$ cat config.mk
export PLATFORM = sky130hd
export DESIGN_NAME = ast_uart
export DESIGN_NICKNAME = d
export VERILOG_FILES = /design/src/ast_pkg.sv /design/src/ast_uart.sv
export VERILOG_INCLUDE_DIRS = /design/src
export SDC_FILE = /design/constraint.sdc
export NUM_CORES = 1
export LEC_CHECK = 0
export ABC_CLOCK_PERIOD_IN_PS = 2009
export BUFFER_PORTS_ARGS = -buffer_cell sky130_fd_sc_hd__buf_2
export CAP_MARGIN = 15
export CORE_MARGIN = 1.5
export CORE_UTILIZATION = 53
export DETAILED_ROUTE_END_ITERATION = 10
export HOLD_SLACK_MARGIN = 0.08
export PLACE_DENSITY = 0.76
export SETUP_SLACK_MARGIN = 0.3
export SLEW_MARGIN = 40
export SYNTH_ARGS = -nofsm -noshare
export SYNTH_HDL_FRONTEND = slang
export SYNTH_SLANG_ARGS = --single-unit
$ cat constraint.sdc
create_clock -name pclk -period 2.01 [get_ports pclk]
set_input_delay 0 -clock pclk [delete_from_list [all_inputs] [get_ports pclk]]
set_output_delay 0 -clock pclk [all_outputs]
set_load 0.1 [all_outputs]
$ cat src/ast_defs.svh
`ifndef AST_DEFS_SVH
`define AST_DEFS_SVH
// ==========================================
// register offsets
`define AST_OFF_INTERRUPT_CONTROL 8'h00
`define AST_OFF_PERIPHERAL_FLAGS_1 8'h04
`define AST_OFF_PERIPHERAL_ENABLES_1 8'h08
`define AST_OFF_PERIPHERAL_PRIORITIES_1 8'h0c
`define AST_OFF_PERIPHERAL_FLAGS_3 8'h10
`define AST_OFF_PERIPHERAL_ENABLES_3 8'h14
`define AST_OFF_PERIPHERAL_PRIORITIES_3 8'h18
`define AST_OFF_RCSTA 8'h1c
`define AST_OFF_TXBUF 8'h20
`define AST_OFF_TXSTA 8'h24
`define AST_OFF_BAUD 8'h28
`define AST_OFF_RXDATA 8'h2c
// ==========================================
// reset values
`define AST_RST_ZERO 8'h00
`define AST_RST_PERIPHERAL_PRIORITIES_1 8'h7f
`define AST_RST_PERIPHERAL_PRIORITIES_3 8'h3f
`define AST_RST_TXSTA 8'h02
// ==========================================
// field positions
`define AST_BIT_GIE 7
`define AST_BIT_PERIPHERAL_INTERRUPT_ENABLE 6
`define AST_BIT_RCF 5
`define AST_BIT_TXF 4
`define AST_PERIPHERAL_FLAGS_3_MASK 8'h3f
// ==========================================
// timing counts
`define AST_OVS_LAST 4'hf
`define AST_START_MID 4'h7
`define AST_SLOW_PRE 2'h3
`define AST_FRAME8 4'ha
`define AST_FRAME9 4'hb
`define AST_DATA8_LAST 4'h7
`define AST_DATA9_LAST 4'h8
`endif

$ cat src/ast_pkg.sv
`default_nettype none
package ast_pkg;
	typedef struct packed {
		logic clock_source_select;
		logic tx9;
		logic transmit_enable;
		logic sync;
		logic resv;
		logic high_speed_select;
		logic shifter_empty;
		logic transmit_ninth_bit;
	} ast_txsta_t;
	typedef struct packed {
		logic port_enable;
		logic rx9;
		logic single_receive_enable;
		logic continuous_receive_enable;
		logic address_detect_enable;
		logic framing_error;
		logic overrun_error;
		logic received_ninth_bit;
	} ast_rcsta_t;
	typedef enum logic [1:0] {
		AST_RX_IDLE = 2'b00,
		AST_RX_START = 2'b01,
		AST_RX_DATA = 2'b10,
		AST_RX_STOP = 2'b11
	} ast_rx_state_t;
endpackage : ast_pkg
`default_nettype wire

$ cat src/ast_uart.sv
// Chosen here: the APB slave port and the placing of the registers.
`include "ast_defs.svh"
`default_nettype none
module ast_uart #(
	parameter int DIV_W = 8
) (
	// apb slave
	input wire logic pclk,
	input wire logic presetn,
	input wire logic psel,
	input wire logic penable,
	input wire logic pwrite,
	input wire logic [7:0] paddr,
	input wire logic [31:0] pwdata,
	output logic [31:0] prdata,
	output logic pready,
	output logic pslverr,
	// device side
	input wire logic sleep_mode,
	input wire logic rx_pin,
	output logic tx_pin,
	output logic irq_request
);
	import ast_pkg::*;

	if (DIV_W < 1 || DIV_W > 8) begin : g_chk
		$error("ast_uart: DIV_W must be 1 to 8");
	end

	// ==========================================
	// declarations
	logic [7:0] interrupt_control;
	logic [7:0] peripheral_flags_1_other;
	logic [7:0] peripheral_enables_1;
	logic [7:0] peripheral_priorities_1;
	logic [7:0] peripheral_flags_3;
	logic [7:0] peripheral_enables_3;
	logic [7:0] peripheral_priorities_3;
	logic [7:0] txbuf;
	logic [7:0] baud;
	logic [7:0] rxdata;
	ast_txsta_t txsta;
	ast_rcsta_t rcsta;
	ast_txsta_t txsta_rd;
	ast_rcsta_t rcsta_rd;
	logic [7:0] rd_mux;
	logic hit;
	logic apb_wr;
	logic apb_rd;
	logic wr_tx;
	logic rd_rx;
	logic tx_flag;
	logic rc_flag;
	logic clr_pend;
	logic transmit_enable_q;
	logic buf_full;
	logic framing_error;
	logic overrun_error;
	logic received_ninth_bit;
	logic port_on;
	logic tx_on;
	logic rx_on;
	logic [DIV_W-1:0] brg_cnt;
	logic brg_tick;
	logic [1:0] pre;
	logic s16;
	logic load_tx;
	logic tx_busy;
	logic [10:0] tx_shift;
	logic [3:0] tx_bits;
	logic [3:0] tx_ph;
	logic rx_s1;
	logic rx_s2;
	logic rx_s3;
	logic rx_lvl;
	ast_rx_state_t rx_state;
	logic [3:0] rx_ph;
	logic [3:0] rx_cnt;
	logic [8:0] rx_sh;
	logic rx_done;
	logic rx_over;

	// ==========================================
	// apb decode
	assign apb_wr = psel & penable & pready & pwrite;
	assign apb_rd = psel & penable & pready & ~pwrite;
	assign wr_tx = apb_wr & (paddr == `AST_OFF_TXBUF);
	assign rd_rx = apb_rd & (paddr == `AST_OFF_RXDATA);

	// reserved bit reads zero, shifter empty is live state
	always_comb begin
		txsta_rd = txsta;
		txsta_rd.resv = 1'b0;
		txsta_rd.shifter_empty = ~tx_busy;
		rcsta_rd = rcsta;
		rcsta_rd.framing_error = framing_error;
		rcsta_rd.overrun_error = overrun_error;
		rcsta_rd.received_ninth_bit = received_ninth_bit;
	end

	always_comb begin
		hit = 1'b1;
		case (paddr)
			`AST_OFF_INTERRUPT_CONTROL: rd_mux = interrupt_control;
			`AST_OFF_PERIPHERAL_FLAGS_1: begin
				rd_mux = peripheral_flags_1_other;
				rd_mux[`AST_BIT_RCF] = rc_flag;
				rd_mux[`AST_BIT_TXF] = tx_flag;
			end
			`AST_OFF_PERIPHERAL_ENABLES_1: rd_mux = peripheral_enables_1;
			`AST_OFF_PERIPHERAL_PRIORITIES_1: rd_mux = peripheral_priorities_1;
			`AST_OFF_PERIPHERAL_FLAGS_3: rd_mux = peripheral_flags_3;
			`AST_OFF_PERIPHERAL_ENABLES_3: rd_mux = peripheral_enables_3;
			`AST_OFF_PERIPHERAL_PRIORITIES_3: rd_mux = peripheral_priorities_3;
			`AST_OFF_RCSTA: rd_mux = rcsta_rd;
			`AST_OFF_TXBUF: rd_mux = txbuf;
			`AST_OFF_TXSTA: rd_mux = txsta_rd;
			`AST_OFF_BAUD: rd_mux = baud;
			`AST_OFF_RXDATA: rd_mux = rxdata;
			default: begin
				rd_mux = `AST_RST_ZERO;
				hit = 1'b0;
			end
		endcase
	end

	// one wait-free access phase; ready registered from the setup cycle, high in the access cycle
	always_ff @(posedge pclk or negedge presetn) begin
		if (!presetn) begin
			pready <= 1'b0;
			prdata <= 32'h0;
			pslverr <= 1'b0;
		end else begin
			pready <= psel & ~penable;
			if (psel & ~penable) begin
				prdata <= {24'h0, rd_mux};
				pslverr <= ~hit;
			end
		end
	end

	// ==========================================
	// software registers
	always_ff @(posedge pclk or negedge presetn) begin
		if (!presetn) begin
			interrupt_control <= `AST_RST_ZERO;
			peripheral_flags_1_other <= `AST_RST_ZERO;
			peripheral_enables_1 <= `AST_RST_ZERO;
			peripheral_priorities_1 <= `AST_RST_PERIPHERAL_PRIORITIES_1;
			peripheral_flags_3 <= `AST_RST_ZERO;
			peripheral_enables_3 <= `AST_RST_ZERO;
			peripheral_priorities_3 <= `AST_RST_PERIPHERAL_PRIORITIES_3;
			baud <= `AST_RST_ZERO;
			txsta <= ast_txsta_t'(`AST_RST_TXSTA);
			rcsta <= ast_rcsta_t'(`AST_RST_ZERO);
		end else if (apb_wr) begin
			case (paddr)
				`AST_OFF_INTERRUPT_CONTROL: interrupt_control <= pwdata[7:0];
				`AST_OFF_PERIPHERAL_FLAGS_1: begin
					// flag bits of this port stay hardware owned
					peripheral_flags_1_other <= pwdata[7:0];
					peripheral_flags_1_other[`AST_BIT_RCF] <= 1'b0;
					peripheral_flags_1_other[`AST_BIT_TXF] <= 1'b0;
				end
				`AST_OFF_PERIPHERAL_ENABLES_1: peripheral_enables_1 <= pwdata[7:0];
				`AST_OFF_PERIPHERAL_PRIORITIES_1: peripheral_priorities_1 <= pwdata[7:0];
				`AST_OFF_PERIPHERAL_FLAGS_3: peripheral_flags_3 <= pwdata[7:0] & `AST_PERIPHERAL_FLAGS_3_MASK;
				`AST_OFF_PERIPHERAL_ENABLES_3: peripheral_enables_3 <= pwdata[7:0] & `AST_PERIPHERAL_FLAGS_3_MASK;
				`AST_OFF_PERIPHERAL_PRIORITIES_3: peripheral_priorities_3 <= pwdata[7:0] & `AST_PERIPHERAL_FLAGS_3_MASK;
				`AST_OFF_BAUD: baud <= pwdata[7:0];
				`AST_OFF_TXSTA: txsta <= ast_txsta_t'(pwdata[7:0]);
				`AST_OFF_RCSTA: rcsta <= ast_rcsta_t'(pwdata[7:0]);
				default: begin
				end
			endcase
		end
	end

	// ==========================================
	// baud generator
	assign port_on = rcsta.port_enable & ~txsta.sync;
	assign tx_on = port_on & txsta.transmit_enable;
	assign rx_on = port_on & rcsta.continuous_receive_enable;

	always_ff @(posedge pclk or negedge presetn) begin
		if (!presetn) begin
			brg_cnt <= '0;
			brg_tick <= 1'b0;
		end else if (!port_on) begin
			brg_cnt <= '0;
			brg_tick <= 1'b0;
		end else if (sleep_mode) begin
			brg_tick <= 1'b0;
		end else if (brg_cnt == '0) begin
			brg_cnt <= baud[DIV_W-1:0];
			brg_tick <= 1'b1;
		end else begin
			brg_cnt <= brg_cnt - 1'b1;
			brg_tick <= 1'b0;
		end
	end

	// low speed ticks run 64x; every fourth one gives the 16x sample
	always_ff @(posedge pclk or negedge presetn) begin
		if (!presetn) begin
			pre <= 2'h0;
		end else if (!port_on) begin
			pre <= 2'h0;
		end else if (brg_tick & ~sleep_mode) begin
			pre <= pre + 2'h1;
		end
	end

	assign s16 = brg_tick & ~sleep_mode & (txsta.high_speed_select | (pre == `AST_SLOW_PRE));

	// ==========================================
	// transmit buffer and flag
	assign load_tx = tx_on & ~tx_busy & buf_full & ~sleep_mode;

	always_ff @(posedge pclk or negedge presetn) begin
		if (!presetn) begin
			txbuf <= `AST_RST_ZERO;
			buf_full <= 1'b0;
		end else if (wr_tx) begin
			txbuf <= pwdata[7:0];
			buf_full <= 1'b1;
		end else if (load_tx) begin
			buf_full <= 1'b0;
		end
	end

	always_ff @(posedge pclk or negedge presetn) begin
		if (!presetn) begin
			clr_pend <= 1'b0;
			transmit_enable_q <= 1'b0;
		end else begin
			clr_pend <= wr_tx;
			transmit_enable_q <= txsta.transmit_enable;
		end
	end

	// set wins over the delayed clear
	always_ff @(posedge pclk or negedge presetn) begin
		if (!presetn) begin
			tx_flag <= 1'b0;
		end else if (load_tx | (txsta.transmit_enable & ~transmit_enable_q)) begin
			tx_flag <= 1'b1;
		end else if (clr_pend) begin
			tx_flag <= 1'b0;
		end
	end

	// ==========================================
	// transmit shifter
	always_ff @(posedge pclk or negedge presetn) begin
		if (!presetn) begin
			tx_busy <= 1'b0;
			tx_shift <= 11'h7ff;
			tx_bits <= 4'h0;
			tx_ph <= 4'h0;
		end else if (!tx_on) begin
			tx_busy <= 1'b0;
			tx_shift <= 11'h7ff;
			tx_bits <= 4'h0;
			tx_ph <= 4'h0;
		end else if (load_tx) begin
			tx_busy <= 1'b1;
			// no parity of its own: the ninth bit is whatever software put there
			tx_shift <= {1'b1, txsta.tx9 ? txsta.transmit_ninth_bit : 1'b1, txbuf, 1'b0};
			tx_bits <= txsta.tx9 ? `AST_FRAME9 : `AST_FRAME8;
			tx_ph <= 4'h0;
		end else if (tx_busy & s16) begin
			if (tx_ph == `AST_OVS_LAST) begin
				tx_ph <= 4'h0;
				tx_shift <= {1'b1, tx_shift[10:1]};
				tx_bits <= tx_bits - 4'h1;
				if (tx_bits == 4'h1) begin
					tx_busy <= 1'b0;
				end
			end else begin
				tx_ph <= tx_ph + 4'h1;
			end
		end
	end

	always_ff @(posedge pclk or negedge presetn) begin
		if (!presetn) begin
			tx_pin <= 1'b1;
		end else begin
			tx_pin <= tx_busy ? tx_shift[0] : 1'b1;
		end
	end

	// ==========================================
	// receive pin sampling
	always_ff @(posedge pclk or negedge presetn) begin
		if (!presetn) begin
			rx_s1 <= 1'b1;
			rx_s2 <= 1'b1;
			rx_s3 <= 1'b1;
			rx_lvl <= 1'b1;
		end else begin
			rx_s1 <= rx_pin;
			rx_s2 <= rx_s1;
			rx_s3 <= rx_s2;
			if (rx_s2 == rx_s3) begin
				rx_lvl <= rx_s3;
			end
		end
	end

	// ==========================================
	// receive recovery
	assign rx_done = rx_on & s16 & (rx_state == AST_RX_STOP) & (rx_ph == `AST_OVS_LAST);
	assign rx_over = rc_flag & ~rd_rx;

	// phase starts mid start bit, so each ph wrap lands mid bit
	always_ff @(posedge pclk or negedge presetn) begin
		if (!presetn) begin
			rx_state <= AST_RX_IDLE;
			rx_ph <= 4'h0;
			rx_cnt <= 4'h0;
			rx_sh <= 9'h0;
		end else if (!rx_on) begin
			rx_state <= AST_RX_IDLE;
			rx_ph <= 4'h0;
			rx_cnt <= 4'h0;
		end else if (s16) begin
			unique case (rx_state)
				AST_RX_IDLE: begin
					rx_ph <= 4'h0;
					if (!rx_lvl) begin
						rx_state <= AST_RX_START;
					end
				end
				AST_RX_START: begin
					if (rx_ph == `AST_START_MID) begin
						rx_ph <= 4'h0;
						rx_cnt <= 4'h0;
						// a glitch shorter than half a bit is not a start
						rx_state <= rx_lvl ? AST_RX_IDLE : AST_RX_DATA;
					end else begin
						rx_ph <= rx_ph + 4'h1;
					end
				end
				AST_RX_DATA: begin
					if (rx_ph == `AST_OVS_LAST) begin
						rx_ph <= 4'h0;
						rx_sh <= {rx_lvl, rx_sh[8:1]};
						rx_cnt <= rx_cnt + 4'h1;
						if (rx_cnt == (rcsta.rx9 ? `AST_DATA9_LAST : `AST_DATA8_LAST)) begin
							rx_state <= AST_RX_STOP;
						end
					end else begin
						rx_ph <= rx_ph + 4'h1;
					end
				end
				AST_RX_STOP: begin
					if (rx_ph == `AST_OVS_LAST) begin
						rx_ph <= 4'h0;
						rx_state <= AST_RX_IDLE;
					end else begin
						rx_ph <= rx_ph + 4'h1;
					end
				end
			endcase
		end
	end

	// ==========================================
	// receive results
	always_ff @(posedge pclk or negedge presetn) begin
		if (!presetn) begin
			rxdata <= `AST_RST_ZERO;
			received_ninth_bit <= 1'b0;
			framing_error <= 1'b0;
			overrun_error <= 1'b0;
		end else if (!rcsta.continuous_receive_enable) begin
			framing_error <= 1'b0;
			overrun_error <= 1'b0;
		end else if (rx_done) begin
			if (rx_over) begin
				overrun_error <= 1'b1;
			end else begin
				rxdata <= rcsta.rx9 ? rx_sh[7:0] : rx_sh[8:1];
				received_ninth_bit <= rcsta.rx9 & rx_sh[8];
				framing_error <= ~rx_lvl;
			end
		end
	end

	// set wins over the read that clears it
	always_ff @(posedge pclk or negedge presetn) begin
		if (!presetn) begin
			rc_flag <= 1'b0;
		end else if (rx_done & ~rx_over) begin
			rc_flag <= 1'b1;
		end else if (rd_rx) begin
			rc_flag <= 1'b0;
		end
	end

	// ==========================================
	// interrupt request
	always_ff @(posedge pclk or negedge presetn) begin
		if (!presetn) begin
			irq_request <= 1'b0;
		end else begin
			irq_request <= interrupt_control[`AST_BIT_GIE] & interrupt_control[`AST_BIT_PERIPHERAL_INTERRUPT_ENABLE] &
				((tx_flag & peripheral_enables_1[`AST_BIT_TXF]) | (rc_flag & peripheral_enables_1[`AST_BIT_RCF]));
		end
	end
endmodule : ast_uart
`default_nettype wire

==> impl_metrics.tcl, run 1 <==
set metrics [dict create \
    synth_enable_flop_cells 0 \
    p_sw_uw 1766 \
    cp-end-kind "register" \
    hold_viol 0 \
    post-route-util_pct 65.84 \
    cts-buffers-inserted 17 \
    crit_buf_inv 1 \
    grt_pass1_vias 5812 \
    clk_pin_slew_worst_paths_ns 0.06 \
    core_mm2 0.01442 \
    yosysSeqAreaShare_pct 50.64 \
    portBuffers 34 \
    routed_wl_um 20420 \
    path_delay_family "simple AND/OR/NAND/NOR gates" \
    async_flop_share_pct 100.0 \
    arrival_ns 2.19 \
    dr.pass1.iters 6 \
    synth.distinct_cells 70 \
    hold_path.class "primary input to async pin" \
    r2r_start "rx_ph[1]" \
    switching_share_pct 25.20 \
    critPathLaunchType "register" \
    cts-root-buf "clkbuf_16" \
    vdd_ir_drop_max_uv 594.5 \
    report.final.slew_viol_count 0 \
    postSynthCellCount 644 \
    cp_slowest_cell "dfrtp_1" \
    netlist_area_mm2 0.007777 \
    tightest_slew_ns 0.5472 \
    fp-row-count 44 \
    initial_core_util_pct 53.92 \
    wl_per_cell_um 21.60 \
    dieArea_mm2 0.01541 \
    vias 5885 \
    max_stage_delay_ns 0.41 \
    fin_area_mm2 0.009497 \
    fin_crit_sh_pct 91.16 \
    tns_ns 0 \
    cts_max_path_buffers 2 \
    pwr-share-clk_pct 47.0 \
    setup_viol 0 \
    route.detailed.drc 0 \
    worstPathRequired_ns 2.36 \
    antenna_found_initial 0 \
    max-cap-violations 0 \
    worst-path-max-fanout 5 \
    outcome "completed" \
    cp-startpoint "rx_ph[1]" \
    drt_iter0_drc 506 \
    drive_above_1_share_pct 41.13 \
    p_seq_share_pct 45.4 \
    dp_hpwl_um 13770 \
    track_usage_pct 27.57 \
    p_comb_share_pct 7.7 \
    p_int_uw 5241 \
    regToRegSetupSlack_ns 0.18 \
    rsz0062_at_grt "yes" \
    gp_congestion 0.9328 \
    place_area_mm2 0.008421 \
    power.density_mw_per_mm2 737.8 \
    nets 803 \
    cts.sinks 156 \
    crit_chain "ha_4 -> nand4_1 -> nor4_4 -> buf_4 -> or3b_4 -> a21boi_1" \
    final.setup_skew_ns 0.007557 \
    grt_overflow 0 \
    max-slew-margin-rel_pct 63.18 \
    grt_pass1_wl_um 31510 \
    cts_tree "yes" \
    period_needed_ns 1.832 \
    clk_latency_ns 0.43 \
    diodes 0 \
    die_h_um 124.1 \
    syn_area_per_cell_um2 12.08 \
    leakage_uw 0.004323 \
    grt_max_degree 69 \
    routed_via_density 6.228 \
    max_freq_mhz 545.7 \
    ant_nets 0 \
    ys.flop_type "dfrtp_1" \
    syn_to_final_growth_pct 22.10 \
    pin_count 83 \
    worstSetupPathType "register to register" \
    yosys_warnings 0 \
    ys_ff_latch 156 \
    fp.dieW_um 124.1 \
    cts-htree-levels 4 \
]
layout by cell type (no fill, tap or decap), drive strengths merged, types with 6 or more instances in the layout:
cell type,netlist,layout
a21oi,27,27
a31oi,9,9
and3,8,8
buf,33,90
clkbuf,14,19
conb,1,24
dfrtp,128,128
dfstp,28,28
dlygate4sd3,0,17
ha,8,8
inv,19,21
mux2,103,103
mux2i,16,16
mux4,11,11
nand2,34,34
nand2b,10,10
nand3,10,11
nor2,29,29
nor3,11,11
nor4,8,8
nor4b,6,6
o21a,8,8
o21ai,19,19
o32a,8,8
or3,7,7
power groups by stage:
stage | registers, uW | clock network (uW) | logic, uW
floorplan | 3260 | 0 | 335
global placement | 3230 | 0 | 500
detailed placement | 3230 | 0 | 505
CTS | 3180 | 3320 | 533
global route | 3180 | 3460 | 571
finish | 3180 | 3290 | 537
timing repair:
action	in CTS	in global routing
resized for setup	17	15
buffers inserted	14	6
hold buffers	17	0
gates cloned	3	1
pin swaps	7	4
setup endpoints to repair	39	62
endpoints found under the hold margin	220	0
cell families after synthesis:
| logic type | share of synthesized area, % |
|---|---|
| AO/OA/AOI/OAI | 10.67 |
| XOR/XNOR | 0.4505 |
| adder cells (fa/ha/maj) | 1.416 |
| buffers and inverters | 4.472 |
| flip-flops | 50.64 |
| multiplexers | 20.16 |
| other | 0.04822 |
| AND/OR/NAND/NOR | 12.15 |
worst reg2reg max path, delay by kind of cell, from the launching register on:
| kind | cells | cell delay, ns |
|---|---|---|
| adder cells (fa/ha/maj) | 1 | 0.16 |
| flip-flops | 1 | 0.41 |
| AND/OR/NAND/NOR | 3 | 0.84 |
| AO/OA/AOI/OAI | 1 | 0.13 |
| buffers and inverters | 1 | 0.23 |
path summary, 6_finish.rpt:
check	depth (start not counted)	to
worst max-delay path	6	overrun_error
worst min-delay path	2	rx_ph[2]
worst max register to register	6	overrun_error
worst min register to register	0	rx_s2
max in group asynchronous	3	peripheral_priorities_3[1]
min in group pclk	5	prdata[1]
final cells by class:
cell class                      count  area [um2]
Multi-Input combinational cell    447        3847
Tap cell                          184       230.2
Timing Repair Buffer              107       800.8
Inverter                           19       71.32
Clock buffer                       19       432.9
Sequential cell                   156        3946
Fill cell                        1057        4927
Clock inverter                     13       167.7
flip-flops by register name, indices dropped and copies added, names as in the netlist, 8 cells and up:
| signal | cells |
|---|---|
| baud | 8 |
| brg_cnt | 8 |
| interrupt_control | 8 |
| peripheral_enables_1 | 8 |
| peripheral_priorities_1 | 8 |
| prdata | 8 |
| rx_sh | 9 |
| rxdata | 8 |
| tx_shift | 10 |
| txbuf | 8 |
routing by layer:
layer / global-route usage (%) / share of wire [%] / vias to the layer above
li1: - / - / 2579
met1: 37.97 / 43 / 2995
met2: 42.69 / 48 / 257
met3: 5.495 / 5.4 / 54
met4: 11.79 / 3.2 / 0
met5: 0 / 0 / -
cells in the mapped netlist, types with 8 or more instances:
cell,instances,share of area [%]
dfrtp_1,128,41
mux2_2,103,15
nand2_1,34,1.6
dfstp_2,28,9.5
a21oi_1,27,1.7
buf_4,25,2.4
nor2_1,25,1.2
inv_1,19,0.92
o21ai_0,19,1.2
mux2i_1,16,2.1
clkbuf_1,14,0.68
mux4_2,11,3.2
nor3_1,11,0.71
nand2b_1,10,0.80
a31oi_1,9,0.72
nand3_1,9,0.58
and3_1,8,0.64
ha_1,8,1.3
o21a_1,8,0.77
o32a_1,8,1.0
stage by stage:
| stage | total power [uW] | instances | hold WS (ns) | setup WS [ns] |
|---|---|---|---|---|
| 2_1_floorplan | 3590 | 667 | -0.2956 | 0.1686 |
| 3_3_place_gp | 3731 | 872 | -0.01618 | 0.1540 |
| 3_5_place_dp | 3738 | 872 | -0.01428 | 0.08937 |
| 4_1_cts | 7029 | 938 | 0.1052 | 0.1842 |
| 5_1_grt | 7210 | 945 | 0.1391 | 0.08281 |
| 6_report | 7006 | 945 | 0.1009 | 0.1776 |
Power figures use the tool's default switching activity.
==> run 2, diff against run 1 <==
CTS_BUF_LIST = sky130_fd_sc_hd__clkbuf_16   (was unset)
TNS_END_PERCENT = 20   (was unset)
==> run 2 against run 1 <==
Net effect:
- via count is 1.3% higher
- clock power fell by 2%
- sequential cell count is the same
- critical path depth fell by 1
- sequential share of layout area decreased by 0.19 points
- clock skew shrank 0.00076 ns
- largest cell class unchanged
==> impl_metrics.tcl, run 2 (same netlist as run 1, synthesis figures left out) <==
set metrics [dict create \
    hold_path.class "primary input to register" \
    clk_latency_ns 0.43 \
    post-route-util_pct 66.07 \
    max-slew-margin-rel_pct 54.47 \
    cts.sinks 156 \
    drt_iter0_drc 611 \
    report.final.slew_viol_count 0 \
    max_stage_delay_ns 0.56 \
    vias 5962 \
    grt_max_degree 67 \
    grt_pass1_wl_um 31710 \
    fp.dieW_um 124.1 \
    cts_max_path_buffers 2 \
    hold_viol 0 \
    routed_wl_um 20550 \
    wl_per_cell_um 21.38 \
    pin_count 83 \
    cp_slowest_cell "or4_4" \
    drt-met1-wl_um 8400 \
    nets 820 \
    layout_common_cells "dfrtp_1 (127), mux2_2 (93), buf_4 (67)" \
    largest_reg_flops 10 \
    antenna_found_initial 0 \
    reg_top3 "tx_shift: 10 flops, rx_sh: 9 flops" \
    cts-hold-fix-buffers 18 \
    max-cap-violations 0 \
    tns_ns 0 \
    route.detailed.drc 0 \
    r2r_start "tx_ph[0]" \
    vdd_ir_drop_max_uv 585.8 \
    num-fill-cells 1030 \
    pwr-share-clk_pct 46.3 \
    initial_core_util_pct 53.92 \
    met2_length_um 10300 \
    p_comb_share_pct 7.8 \
    max_freq_mhz 537.7 \
    r2r_cells 5 \
    worstPathRequired_ns 2.34 \
    met3_wirelength_um 1073 \
    syn_to_final_growth_pct 22.54 \
    dp_hpwl_um 13760 \
    tightest_slew_ns 0.6738 \
    gp_congestion 0.9503 \
    cts-buffers-inserted 17 \
    reg2reg_to "tx_bits[3]" \
    switching_share_pct 24.91 \
    p_sw_uw 1727 \
    regToRegSetupSlack_ns 0.15 \
    track_usage_pct 27.92 \
    die_h_um 124.1 \
    dr.pass1.iters 5 \
    leakage_uw 0.004393 \
    arrival_ns 2.19 \
    portBuffers 34 \
    setup_viol 0 \
    cts_tree "yes" \
    regMostFlops "tx_shift" \
    crit_chain "ha_2 -> nand2_2 -> or4_4 -> or3_1 -> a31oi_1" \
    period_needed_ns 1.860 \
    cp-end-kind "register" \
    mostFrequentLayoutCell "dfrtp_1" \
    topRoutingLayerUsed "met4" \
    grt_overflow 0 \
    final.setup_skew_ns 0.006800 \
    power.density_mw_per_mm2 727.3 \
    cts-root-buf "clkbuf_16" \
    worstSetupPathType "register to register" \
    core_mm2 0.01442 \
    power_uw 6931 \
    critPathLaunchType "register" \
    worst-path-max-fanout 7 \
    fin_crit_sh_pct 92.53 \
    diodes 0 \
    cp-startpoint "tx_ph[0]" \
    ant_nets 0 \
    drive_above_1_share_pct 40.80 \
    outcome "completed" \
    clk_pin_slew_worst_paths_ns 0.06 \
    routed_via_density 6.204 \
    p_seq_share_pct 45.9 \
    p_int_uw 5205 \
    cp-endpoint "tx_bits[3]" \
    rsz0062_at_grt "yes" \
    grt_pass1_vias 5949 \
    dieArea_mm2 0.01541 \
    fp-row-count 44 \
    cts-htree-levels 4 \
]
==> run 2: layout make-up <==
| type | instances | area (um2) | share of cell area [%] |
|---|---|---|---|
| sequential | 156 | 3943 | 41.37 |
| multi-input combinational | 446 | 3749 | 39.33 |
| timing repair buffer | 125 | 957.2 | 10.04 |
| clock buffer | 17 | 425.4 | 4.464 |
| tap | 184 | 230.2 | 2.416 |
| clock inverter | 14 | 155.1 | 1.628 |
| inverter | 19 | 71.32 | 0.7483 |
==> run 2: worst min path at each step <==
| stage | from | endpoint | slack [ns] | depth (start not counted) |
|---|---|---|---|---|
| finish | paddr[4] | rc_flag | 0.03 | 4 |
| global route | paddr[4] | rc_flag | 0.03 | 4 |
| CTS | paddr[4] | rc_flag | 0.01 | 4 |
| detailed placement | presetn | brg_tick | -0.05 | 1 |
| global placement | presetn | brg_tick | -0.05 | 1 |
| floorplan | presetn | baud[0] | -0.30 | 0 |
==> run 2: critical path: cells and delay by family, from the launching register on <==
family	cells	cell delay [ns]
compound gates	1	0.19
simple gates	3	1.03
fa+ha+maj	1	0.19
flops	1	0.36
==> run 2: power groups by stage <==
stage               combinational (uW)  sequential (uW)  clock, uW
floorplan                          332             3250          0
global placement                   498             3230          0
detailed placement                 505             3230          0
CTS                                541             3180       3230
global route                       576             3180       3360
finish                             543             3180       3210
==> run 2: repair_timing <==
action	CTS	global route
cloned	1	2
buffers inserted	11	12
pin swaps	9	7
gates resized for setup	10	21
endpoints found under the hold margin	214	1
setup endpoints to repair	53	103
==> run 2: through the flow <==
| step | hold slack [ns] | worst slack (ns) | instance area [um2] | std cells |
|---|---|---|---|---|
| finish | 0.03026 | 0.1501 | 9530 | 961 |
| global route | 0.02926 | 0.1148 | 9530 | 961 |
| CTS | 0.01282 | 0.1935 | 9335 | 947 |
| detailed placement | -0.04897 | 0.008621 | 8441 | 886 |
| global placement | -0.05120 | 0.06033 | 8441 | 886 |
| floorplan | -0.2956 | 0.1647 | 7949 | 667 |
==> run 2: metal layers <==
metal / global-route usage, % / vias up
li1: - / 2608
met1: 36.06 / 3038
met2: 44.75 / 249
met3: 6.319 / 67
met4: 13.28 / 0
met5: 0 / -
